**src/sssw_defs.vh**
```
// constants for the supply supervision / stop-mode watchdog block
// assumes an apb slave with 32-bit data and a 20 mhz clock
`ifndef SSSW_DEFS_VH
`define SSSW_DEFS_VH

// ****************
// register offsets
// ****************
`define SSSW_OFF_MODE 12'h000
`define SSSW_OFF_WDCTRL 12'h004
`define SSSW_OFF_WAKE 12'h008
`define SSSW_OFF_FLAGS 12'h00c
`define SSSW_OFF_CFG 12'h010
`define SSSW_OFF_STAT 12'h014

// ****************
// mode encodings (mode register field)
// ****************
`define SSSW_CMD_NORMAL 2'h0
`define SSSW_CMD_SLEEP 2'h1
`define SSSW_CMD_STOP 2'h2
`define SSSW_CMD_SOFTRST 2'h3

// ****************
// field positions
// ****************
`define SSSW_WD_ARM_HI_BIT 4
`define SSSW_WAKE_ARM_LO_BIT 0
`define SSSW_WAKE_BUSWD_BIT 1
`define SSSW_CFG_AUXKEEP_BIT 0
`define SSSW_CFG_OVRST_BIT 1
`define SSSW_FLAGS_W 11
`define SSSW_FL_POR 0
`define SSSW_FL_VSUV 1
`define SSSW_FL_SWUV 2
`define SSSW_FL_SWOV 3
`define SSSW_FL_WARN 4
`define SSSW_FL_UV 5
`define SSSW_FL_UVFS 6
`define SSSW_FL_OV 7
`define SSSW_FL_SC 8
`define SSSW_FL_V2UV 9
`define SSSW_FL_CANUV 10

// ****************
// reset values
// ****************
`define SSSW_WDCTRL_RST 8'h00
`define SSSW_WAKE_RST 8'h02
`define SSSW_CFG_RST 8'h00

// ****************
// timing
// ****************
`define SSSW_CLK_KHZ 20000
`define SSSW_TRD_US 10000
`define SSSW_TSC_MS 4
`define SSSW_TLW_MS 200
`define SSSW_UV_FS_COUNT 4

`endif

```
**src/sssw_supervisor.v**
```verilog
// supply supervision, mode control and stop-mode watchdog disable logic
// assumes comparator inputs are synchronous levels; apb master per amba
//
// Implementation choices: the placing of the registers and register access over APB.
`timescale 1ns/1ps
`default_nettype none
`include "sssw_defs.vh"

module sssw_supervisor #(
	parameter RD_CYCLES = (`SSSW_TRD_US * (`SSSW_CLK_KHZ / 1000)),
	parameter SC_CYCLES = (`SSSW_TSC_MS * `SSSW_CLK_KHZ),
	parameter LW_CYCLES = (`SSSW_TLW_MS * `SSSW_CLK_KHZ)
) (
	input wire clk, // 20 mhz clock
	input wire rst, // async reset, main supply power-on
	input wire psel, // apb select
	input wire penable, // apb enable
	input wire pwrite, // apb direction
	input wire [11:0] paddr, // apb byte address
	input wire [31:0] pwdata, // apb write data
	output reg [31:0] prdata, // apb read data
	output reg pready, // apb ready
	output reg pslverr, // apb error
	input wire vs_low_in, // main supply undervoltage comparator
	input wire vs_por_low_in, // main supply below falling por threshold
	input wire sw_low_in, // switch supply undervoltage
	input wire sw_high_in, // switch supply overvoltage
	input wire mcu_warn_in, // mcu supply prewarning
	input wire mcu_low_in, // mcu supply below reset threshold
	input wire mcu_high_in, // mcu supply overvoltage
	input wire v2_low_in, // second regulator undervoltage
	input wire v2_ramp_in, // second regulator turning on or off
	input wire can_low_in, // transceiver supply undervoltage
	input wire can_wake_in, // can wake level
	input wire wd_trigger_in, // valid watchdog service pulse
	input wire wd_seq_err_in, // disable-sequence error pulse
	input wire fail_config_select, // strap level
	output reg reset_output_n, // reset output, low active
	output reg fail_outputs, // fail outputs active
	output reg mcu_supply_on, // mcu regulator enable
	output reg aux_reg_on, // auxiliary regulator enable
	output reg sc_prot_on, // mcu short protection active
	output reg wake_irq, // wake interrupt pulse
	output reg can_rxd_low, // force can rxd low
	output reg wd_active, // watchdog running
	output reg wd_long_window, // watchdog in long open window
	output reg [2:0] mode_state // current mode code
);

	localparam [5:0] ST_INIT = 6'h01;
	localparam [5:0] ST_NORMAL = 6'h02;
	localparam [5:0] ST_STOP = 6'h04;
	localparam [5:0] ST_RESTART = 6'h08;
	localparam [5:0] ST_FAILSAFE = 6'h10;
	localparam [5:0] ST_SLEEP = 6'h20;

	// ****************
	// comparator synchronisers
	// ****************
	localparam NIN = 13;
	reg [NIN-1:0] s1_reg, s2_reg, s3_reg;
	wire [NIN-1:0] raw = {can_wake_in, can_low_in, v2_ramp_in, v2_low_in, mcu_high_in,
		mcu_low_in, mcu_warn_in, sw_high_in, sw_low_in, vs_por_low_in, vs_low_in,
		wd_trigger_in, wd_seq_err_in};
	always @(posedge clk or posedge rst) begin
		if (rst) begin
			s1_reg <= {NIN{1'b0}};
			s2_reg <= {NIN{1'b0}};
			s3_reg <= {NIN{1'b0}};
		end else begin
			s1_reg <= raw;
			s2_reg <= s1_reg;
			s3_reg <= s2_reg;
		end
	end
	wire [NIN-1:0] rise = s2_reg & ~s3_reg;
	wire seq_err = rise[0];
	wire wd_trig = rise[1];
	wire vs_low = s2_reg[2];
	wire vs_por = s2_reg[3];
	wire mcu_low = s2_reg[7];
	wire mcu_low_rise = rise[7];
	wire mcu_high_rise = rise[8];
	wire can_wake = rise[12];

	// ****************
	// state and registers
	// ****************
	reg [5:0] st_reg, st_next;
	reg [7:0] wdctrl_reg, wake_reg, cfg_reg;
	reg [`SSSW_FLAGS_W-1:0] flags_reg;
	reg [2:0] uvcnt_reg;
	reg [31:0] tmr_reg, sc_reg, lw_reg;
	reg off_reg, por_done_reg;

	wire acc = psel & penable;
	wire wr = acc & pwrite;
	wire in_normal = st_reg[1];
	wire in_stop = st_reg[2];
	wire uv_active = st_reg[0] | in_normal | in_stop;
	wire arm_lo = wake_reg[`SSSW_WAKE_ARM_LO_BIT];
	wire arm_hi = wdctrl_reg[`SSSW_WD_ARM_HI_BIT];
	wire wd_off_stop = in_stop & arm_lo & arm_hi;

	function hit;
		input [11:0] a;
		input [11:0] off;
		begin
			hit = (a == off);
		end
	endfunction

	wire w_mode = wr & hit(paddr, `SSSW_OFF_MODE);
	wire w_wd = wr & hit(paddr, `SSSW_OFF_WDCTRL);
	wire w_wake = wr & hit(paddr, `SSSW_OFF_WAKE);
	wire w_flags = wr & hit(paddr, `SSSW_OFF_FLAGS);
	wire w_cfg = wr & hit(paddr, `SSSW_OFF_CFG);
	wire [1:0] cmd = pwdata[1:0];
	wire soft_rst = w_mode & (in_normal | in_stop) & (cmd == `SSSW_CMD_SOFTRST);
	wire go_normal = w_mode & (in_normal | in_stop) & (cmd == `SSSW_CMD_NORMAL);
	// sequence begins with a write that sets the high arm bit in normal mode
	wire seq_start = w_wd & in_normal & pwdata[`SSSW_WD_ARM_HI_BIT] & ~arm_hi;
	wire wd_restart = (in_stop & wd_off_stop & wd_trig) | go_normal |
		(in_stop & can_wake & wake_reg[`SSSW_WAKE_BUSWD_BIT]);
	wire sc_fault = ~vs_low & mcu_low & (sc_reg >= SC_CYCLES - 1);
	wire ov_act = mcu_high_rise & uv_active & cfg_reg[`SSSW_CFG_OVRST_BIT];
	wire uv_event = mcu_low_rise & uv_active;
	wire uv_fs = uv_event & ~(in_normal & vs_low) &
		(uvcnt_reg == `SSSW_UV_FS_COUNT - 1);

	// ****************
	// mode state machine
	// ****************
	always @* begin
		st_next = st_reg;
		case (st_reg)
			ST_INIT, ST_NORMAL, ST_STOP: begin
				if (sc_fault || uv_fs || (ov_act && !fail_config_select))
					st_next = ST_FAILSAFE;
				else if (uv_event || ov_act)
					st_next = ST_RESTART;
				else if (soft_rst)
					st_next = ST_INIT;
				else if (w_mode && st_reg != ST_INIT && cmd == `SSSW_CMD_STOP)
					st_next = ST_STOP;
				else if (w_mode && cmd == `SSSW_CMD_SLEEP)
					st_next = ST_SLEEP;
				else if (go_normal || (w_mode && st_reg == ST_INIT && cmd == `SSSW_CMD_NORMAL))
					st_next = ST_NORMAL;
			end
			ST_RESTART: begin
				// leaves after the delay even if overvoltage remains
				if (tmr_reg >= RD_CYCLES - 1 && !mcu_low)
					st_next = ST_NORMAL;
			end
			ST_FAILSAFE: begin
				if (can_wake)
					st_next = ST_RESTART;
			end
			ST_SLEEP: begin
				if (can_wake)
					st_next = ST_RESTART;
			end
			default: st_next = ST_INIT;
		endcase
	end

	always @(posedge clk or posedge rst) begin
		if (rst) begin
			st_reg <= ST_INIT;
			wdctrl_reg <= `SSSW_WDCTRL_RST;
			wake_reg <= `SSSW_WAKE_RST;
			cfg_reg <= `SSSW_CFG_RST;
			flags_reg <= {`SSSW_FLAGS_W{1'b0}};
			uvcnt_reg <= 3'h0;
			tmr_reg <= 32'h0;
			sc_reg <= 32'h0;
			lw_reg <= 32'h0;
			off_reg <= 1'b0;
			por_done_reg <= 1'b0;
		end else if (vs_por) begin
			// main supply gone: these registers back to power-on state, except off_reg, which is set to 1
			st_reg <= ST_INIT;
			wdctrl_reg <= `SSSW_WDCTRL_RST;
			wake_reg <= `SSSW_WAKE_RST;
			cfg_reg <= `SSSW_CFG_RST;
			flags_reg <= {`SSSW_FLAGS_W{1'b0}};
			uvcnt_reg <= 3'h0;
			tmr_reg <= 32'h0;
			sc_reg <= 32'h0;
			lw_reg <= 32'h0;
			off_reg <= 1'b1;
			por_done_reg <= 1'b0;
		end else begin
			st_reg <= st_next;
			off_reg <= 1'b0;
			por_done_reg <= 1'b1;
			tmr_reg <= (st_next != st_reg || mcu_low) ? 32'h0 : tmr_reg + 32'h1;
			sc_reg <= (mcu_low && !vs_low && !st_reg[4] && !st_reg[5]) ? sc_reg + 32'h1 : 32'h0;
			if (wd_restart || st_next == ST_NORMAL && st_reg != ST_NORMAL)
				lw_reg <= LW_CYCLES;
			else if (lw_reg != 32'h0)
				lw_reg <= lw_reg - 32'h1;
			if (soft_rst) begin
				wdctrl_reg <= `SSSW_WDCTRL_RST;
				wake_reg <= `SSSW_WAKE_RST;
				cfg_reg <= `SSSW_CFG_RST;
			end else begin
				if (w_wd && in_normal)
					wdctrl_reg <= pwdata[7:0];
				if (w_wake && in_normal)
					wake_reg <= pwdata[7:0];
				if (seq_start && arm_lo)
					wake_reg[`SSSW_WAKE_ARM_LO_BIT] <= 1'b0;
				if (seq_err)
					wdctrl_reg[`SSSW_WD_ARM_HI_BIT] <= 1'b0;
				if (wd_restart) begin
					wdctrl_reg[`SSSW_WD_ARM_HI_BIT] <= 1'b0;
					wake_reg[`SSSW_WAKE_ARM_LO_BIT] <= 1'b0;
				end
				if (w_cfg)
					cfg_reg <= pwdata[7:0];
				if (ov_act && fail_config_select)
					cfg_reg[`SSSW_CFG_OVRST_BIT] <= 1'b0;
			end
			// flag clear: write one clears, set wins, level-held flags resist
			flags_reg <= (flags_reg & ~(w_flags ? pwdata[`SSSW_FLAGS_W-1:0] &
				~{1'b0, 1'b0, 6'h0, s2_reg[5], s2_reg[4], 1'b0} &
				~{9'h0, vs_low, 1'b0} : {`SSSW_FLAGS_W{1'b0}})) |
				{s2_reg[11],
				s2_reg[9] & ~s2_reg[10] ? 1'b1 : 1'b0,
				sc_fault,
				mcu_high_rise & uv_active,
				uv_fs,
				uv_event & !st_reg[5],
				rise[6] & !st_reg[5],
				s2_reg[5], s2_reg[4],
				vs_low,
				~por_done_reg};
			if (uv_fs || st_next == ST_FAILSAFE || soft_rst ||
					(w_flags && pwdata[`SSSW_FL_UV] && !uv_event))
				uvcnt_reg <= 3'h0;
			else if (uv_event && !(in_normal && vs_low))
				uvcnt_reg <= uvcnt_reg + 3'h1;
		end
	end

	// ****************
	// outputs and apb slave
	// ****************
	always @(posedge clk or posedge rst) begin
		if (rst) begin
			reset_output_n <= 1'b0;
			fail_outputs <= 1'b0;
			mcu_supply_on <= 1'b0;
			aux_reg_on <= 1'b0;
			sc_prot_on <= 1'b0;
			wake_irq <= 1'b0;
			can_rxd_low <= 1'b0;
			wd_active <= 1'b0;
			wd_long_window <= 1'b0;
			mode_state <= 3'h0;
			prdata <= 32'h0;
			pready <= 1'b0;
			pslverr <= 1'b0;
		end else begin
			// released only when supply is good and delay served
			reset_output_n <= !off_reg && !mcu_low && !st_next[4] && !st_next[5] &&
				!(st_next[3] || (st_next[0] && tmr_reg < RD_CYCLES - 1));
			if (st_next[4] || ov_act)
				fail_outputs <= 1'b1;
			else if (st_next[1])
				fail_outputs <= 1'b0;
			mcu_supply_on <= !vs_por && !sc_fault && !st_next[4] && !st_next[5];
			aux_reg_on <= !vs_low || cfg_reg[`SSSW_CFG_AUXKEEP_BIT];
			sc_prot_on <= !vs_low;
			wake_irq <= can_wake && in_stop;
			if (can_wake && in_stop)
				can_rxd_low <= 1'b1;
			else if (w_flags || !in_stop)
				can_rxd_low <= 1'b0;
			wd_active <= (st_next[0] || st_next[1] || st_next[2]) &&
				!(st_next[2] && wd_off_stop && !wd_restart);
			wd_long_window <= (lw_reg > 32'h1) || wd_restart;
			mode_state <= st_next[1] ? 3'h1 : st_next[2] ? 3'h2 : st_next[3] ? 3'h3 :
				st_next[4] ? 3'h4 : st_next[5] ? 3'h5 : 3'h0;
			pready <= psel && !pready;
			pslverr <= 1'b0;
			prdata <= 32'h0;
			if (psel && !pready) begin
				case (paddr)
					`SSSW_OFF_MODE: prdata <= {29'h0, mode_state};
					`SSSW_OFF_WDCTRL: prdata <= {24'h0, wdctrl_reg};
					`SSSW_OFF_WAKE: prdata <= {24'h0, wake_reg};
					`SSSW_OFF_FLAGS: prdata <= {21'h0, flags_reg};
					`SSSW_OFF_CFG: prdata <= {24'h0, cfg_reg};
					`SSSW_OFF_STAT: prdata <= {29'h0, uvcnt_reg};
					default: pslverr <= 1'b1;
				endcase
			end
		end
	end

endmodule
`default_nettype wire

```
**config.mk**
```make
export PLATFORM = sky130hd
export DESIGN_NAME = sssw_supervisor
export DESIGN_NICKNAME = d
export VERILOG_FILES = /design/src/sssw_supervisor.v
export VERILOG_INCLUDE_DIRS = /design/src
export SDC_FILE = /design/constraint.sdc
export NUM_CORES = 1
export LEC_CHECK = 0
export ABC_AREA = 0
export BUFFER_PORTS_ARGS = -buffer_cell sky130_fd_sc_hd__buf_2
export CORE_ASPECT_RATIO = 1.25
export CORE_UTILIZATION = 53
export CTS_CLUSTER_DIAMETER = 100
export DETAILED_ROUTE_END_ITERATION = 10
export HOLD_SLACK_MARGIN = 0.05
export PLACE_DENSITY = 0.76
export SYNTH_ARGS = -nofsm -noshare
export SYNTH_HDL_FRONTEND = slang
export SYNTH_SLANG_ARGS = --single-unit
```
**constraint.sdc**
```tcl
create_clock -name clk -period 6.7 [get_ports clk]
set_input_delay 1.005 -clock clk [delete_from_list [all_inputs] [get_ports clk]]
set_output_delay 1.005 -clock clk [all_outputs]
set_load 0.01 [all_outputs]
```
==> flow_summary.ini <==
[run_status]
status = completed

[timing]
period_needed_ns = 3.97
setup_tns_ns = 0
final-hold-violation-count = 0
fin_crit_sh = 0.592
max_freq_mhz = 252
slew_violations = 0
setup_violations = 0
tightest_slew_ns = 1.01
slew_headroom = 0.327
skew_ns = 0.0135
rsz0062_at_grt = no
fin_worst_hold_slack_ns = 0.348

[floorplan]
die_w_um = 123
fp.dieArea_sq_um = 18900
io_pins = 109
core_area_sq_um = 17700
die_y_um = 153
initial_core_util = 0.548
rows = 54

[place]
place_inst = 1265
gp_congestion = 0.908
dp.final_hpwl_um = 14000
numPortBuffers = 66

[global_route]
grt_pass1_vias = 7104
grt.total_usage = 0.233
grt_pass1_wl_um = 34500
grt_start_max_net_pins = 147
antenna_found_initial = 0
grt_overflow = 0

[cts]
clk_latency_ns = 0.44
post_cts_buffers = 0
cts-htree-levels = 4
clk_pin_slew_ns = 0.07
post_cts_resized = 0
clockRootBuffer = clkbuf_16
cts_tree = built
clockBufferDepth = 2
hold_buffers = 0
cts_made_buffers = 17
cts.sinks = 199

[worst_setup_path]
cpPeakStageDelay_ns = 0.65
crit_start = paddr[7]
worstPathCellList = buf_2, or4_1, or3_1, a2111oi_0, o2111ai_1, and3_1, nand2_1, nor2_1
criticalPathCategory = input port to register
crit_arrival_ns = 4.25
reg2reg_from = sc_reg[25]
cp-end-kind = register
start_kind = input port
cp.required_ns = 6.98
cpLargestDelayFamily = simple AND/OR/NAND/NOR gates
cp_max_fo = 24
cp_num_buf_inv = 1
slowest_stage = nand2_1

[yosys]
ys.warnings.count = 0
synth_flop_cell = dfrtp_1
postSynthCellCount = 1016
ys_ff_latch = 199
synth_edf_count = 0
ys_seq_area_frac = 0.513
ys_types = 66
syn_avg_cell_area_sq_um = 9.55
syn-cell-area_sq_um = 9710
ys_async_sr_fraction = 1.00

[layout]
layout.cells.non_filler = 1297
area_delta_synth_final_pct = 10.0
n_antenna_cell = 0
fin_nets = 1129
drive_gt1_frac = 0.118

[route]
vias = 7469
routed_via_density = 5.76
drc = 0
routed_wl_um = 20700
ant_nets = 0
firstDrtPassIters = 5
first_iter_violations = 777
routedWlPerCell_um = 16.0

[power_and_ir_drop]
power_density_nw_per_um2 = 295
total_power_mw = 3.15
p_leak_nw = 4.79
worst_ir_drop_vdd_v = 0.000197

[job]
cap_violations = 0

[worst_hold_path]
hp-class = register to register
hp-start = s1_reg[4]
## where the power goes
part           internal [mW]  switching (mW)  total [mW]
sequential              1.31          0.0981        1.40
combinational          0.305           0.449       0.754
clock                  0.524           0.467       0.991
total                   2.13            1.01        3.15
## cells in the final DEF (no fill, tap or decap), types with 17 or more instances in the layout
cell	netlist	routed
a21oi_1	40	40
and3_1	20	20
buf_2	3	66
clkbuf_16	0	17
conb_1	1	21
dfrtp_1	197	197
nand2_1	95	95
nand3_1	72	72
nor2_1	170	170
nor3_1	29	29
nor4_1	19	18
or4_1	17	17
xnor2_1	43	43
xor2_1	45	45
## Yosys cell counts (all sizes together) (3+ instances only)
cell,n,area (sq um)
nand3,72,360
and4,5,43.8
nor3b,3,22.5
a222oi,5,50.1
a221oi,4,35.0
ha,6,75.1
a31oi,3,18.8
nor2b,7,43.8
nor4b,4,41.3
nand2,95,357
nand3b,4,30.0
o211ai,5,37.5
a211oi,5,37.5
and3,20,125
o21ai,18,90.1
o22ai,4,25.0
nor2,170,638
nand4,13,81.3
dfrtp,197,4930
mux2i,16,160
xor2,45,394
or3,12,75.1
a21oi,40,200
buf,28,214
clkbuf,40,150
or4,19,150
and4b,4,40.0
o2111ai,3,26.3
and2,6,37.5
or2,9,56.3
mux2,7,78.8
inv,16,60.1
xnor2,43,377
nor4,19,119
nor3,29,145
nand2b,8,50.1
a22oi,3,22.5
## per-layer routing
metal / up-vias / wire [um] / global-route usage
met3: 31 / 934 / 0.0437
met4: 0 / 359 / 0.0838
met1: 3654 / 9080 / 0.301
li1: 3566 / - / -
met5: - / 0 / 0
met2: 218 / 10400 / 0.386
## worst paths after layout
check / endpoint / cells after the start / slack, ns
max reg2reg: lw_reg[17] / 7 / 3.25
max in group asynchronous: lw_reg[3] / 3 / 4.76
min in group asynchronous: tmr_reg[11] / 2 / 0.73
max: lw_reg[17] / 8 / 2.73
min reg2reg: s2_reg[4] / 0 / 0.35
min: s2_reg[4] / 0 / 0.35
## cells by family (layout without fill, tap and decap cells)
logic type               Yosys count  count (layout)  synth area share
XOR/XNOR                          88              88            0.0794
AND/OR/NAND/NOR                  510             510             0.260
buffers and inverters             84             121            0.0437
AO/OA/AOI/OAI                    105             105            0.0710
multiplexers                      23              23            0.0246
adder cells (fa/ha/maj)            6               6           0.00773
other                              1              21          0.000386
flip-flops                       199             199             0.513
## worst reg2reg max path: cells and delay by family, from the launching register on
family          cells  cell delay (ns)
compound gates      2             0.71
simple gates        5             2.17
flops               1             0.42
## layout make-up
| class | instances | area (sq um) |
|---|---|---|
| Clock buffer | 19 | 433 |
| Fill cell | 1503 | 7020 |
| Sequential cell | 199 | 4980 |
| Tap cell | 224 | 280 |
| Inverter | 16 | 67.6 |
| Timing Repair Buffer | 73 | 383 |
| Clock inverter | 13 | 139 |
| Multi-Input combinational cell | 753 | 4390 |
## through the flow
step / setup slack (ns) / util / cell area, sq um
final: 2.73 / 0.603 / 10700
after global routing: 2.56 / 0.603 / 10700
after CTS: 2.78 / 0.603 / 10700
after detailed placement: 2.32 / 0.571 / 10100
after global placement: 2.34 / 0.571 / 10100
after floorplan: 0.273 / - / 9780
No activity file was read; power rests on OpenSTA's default activity.
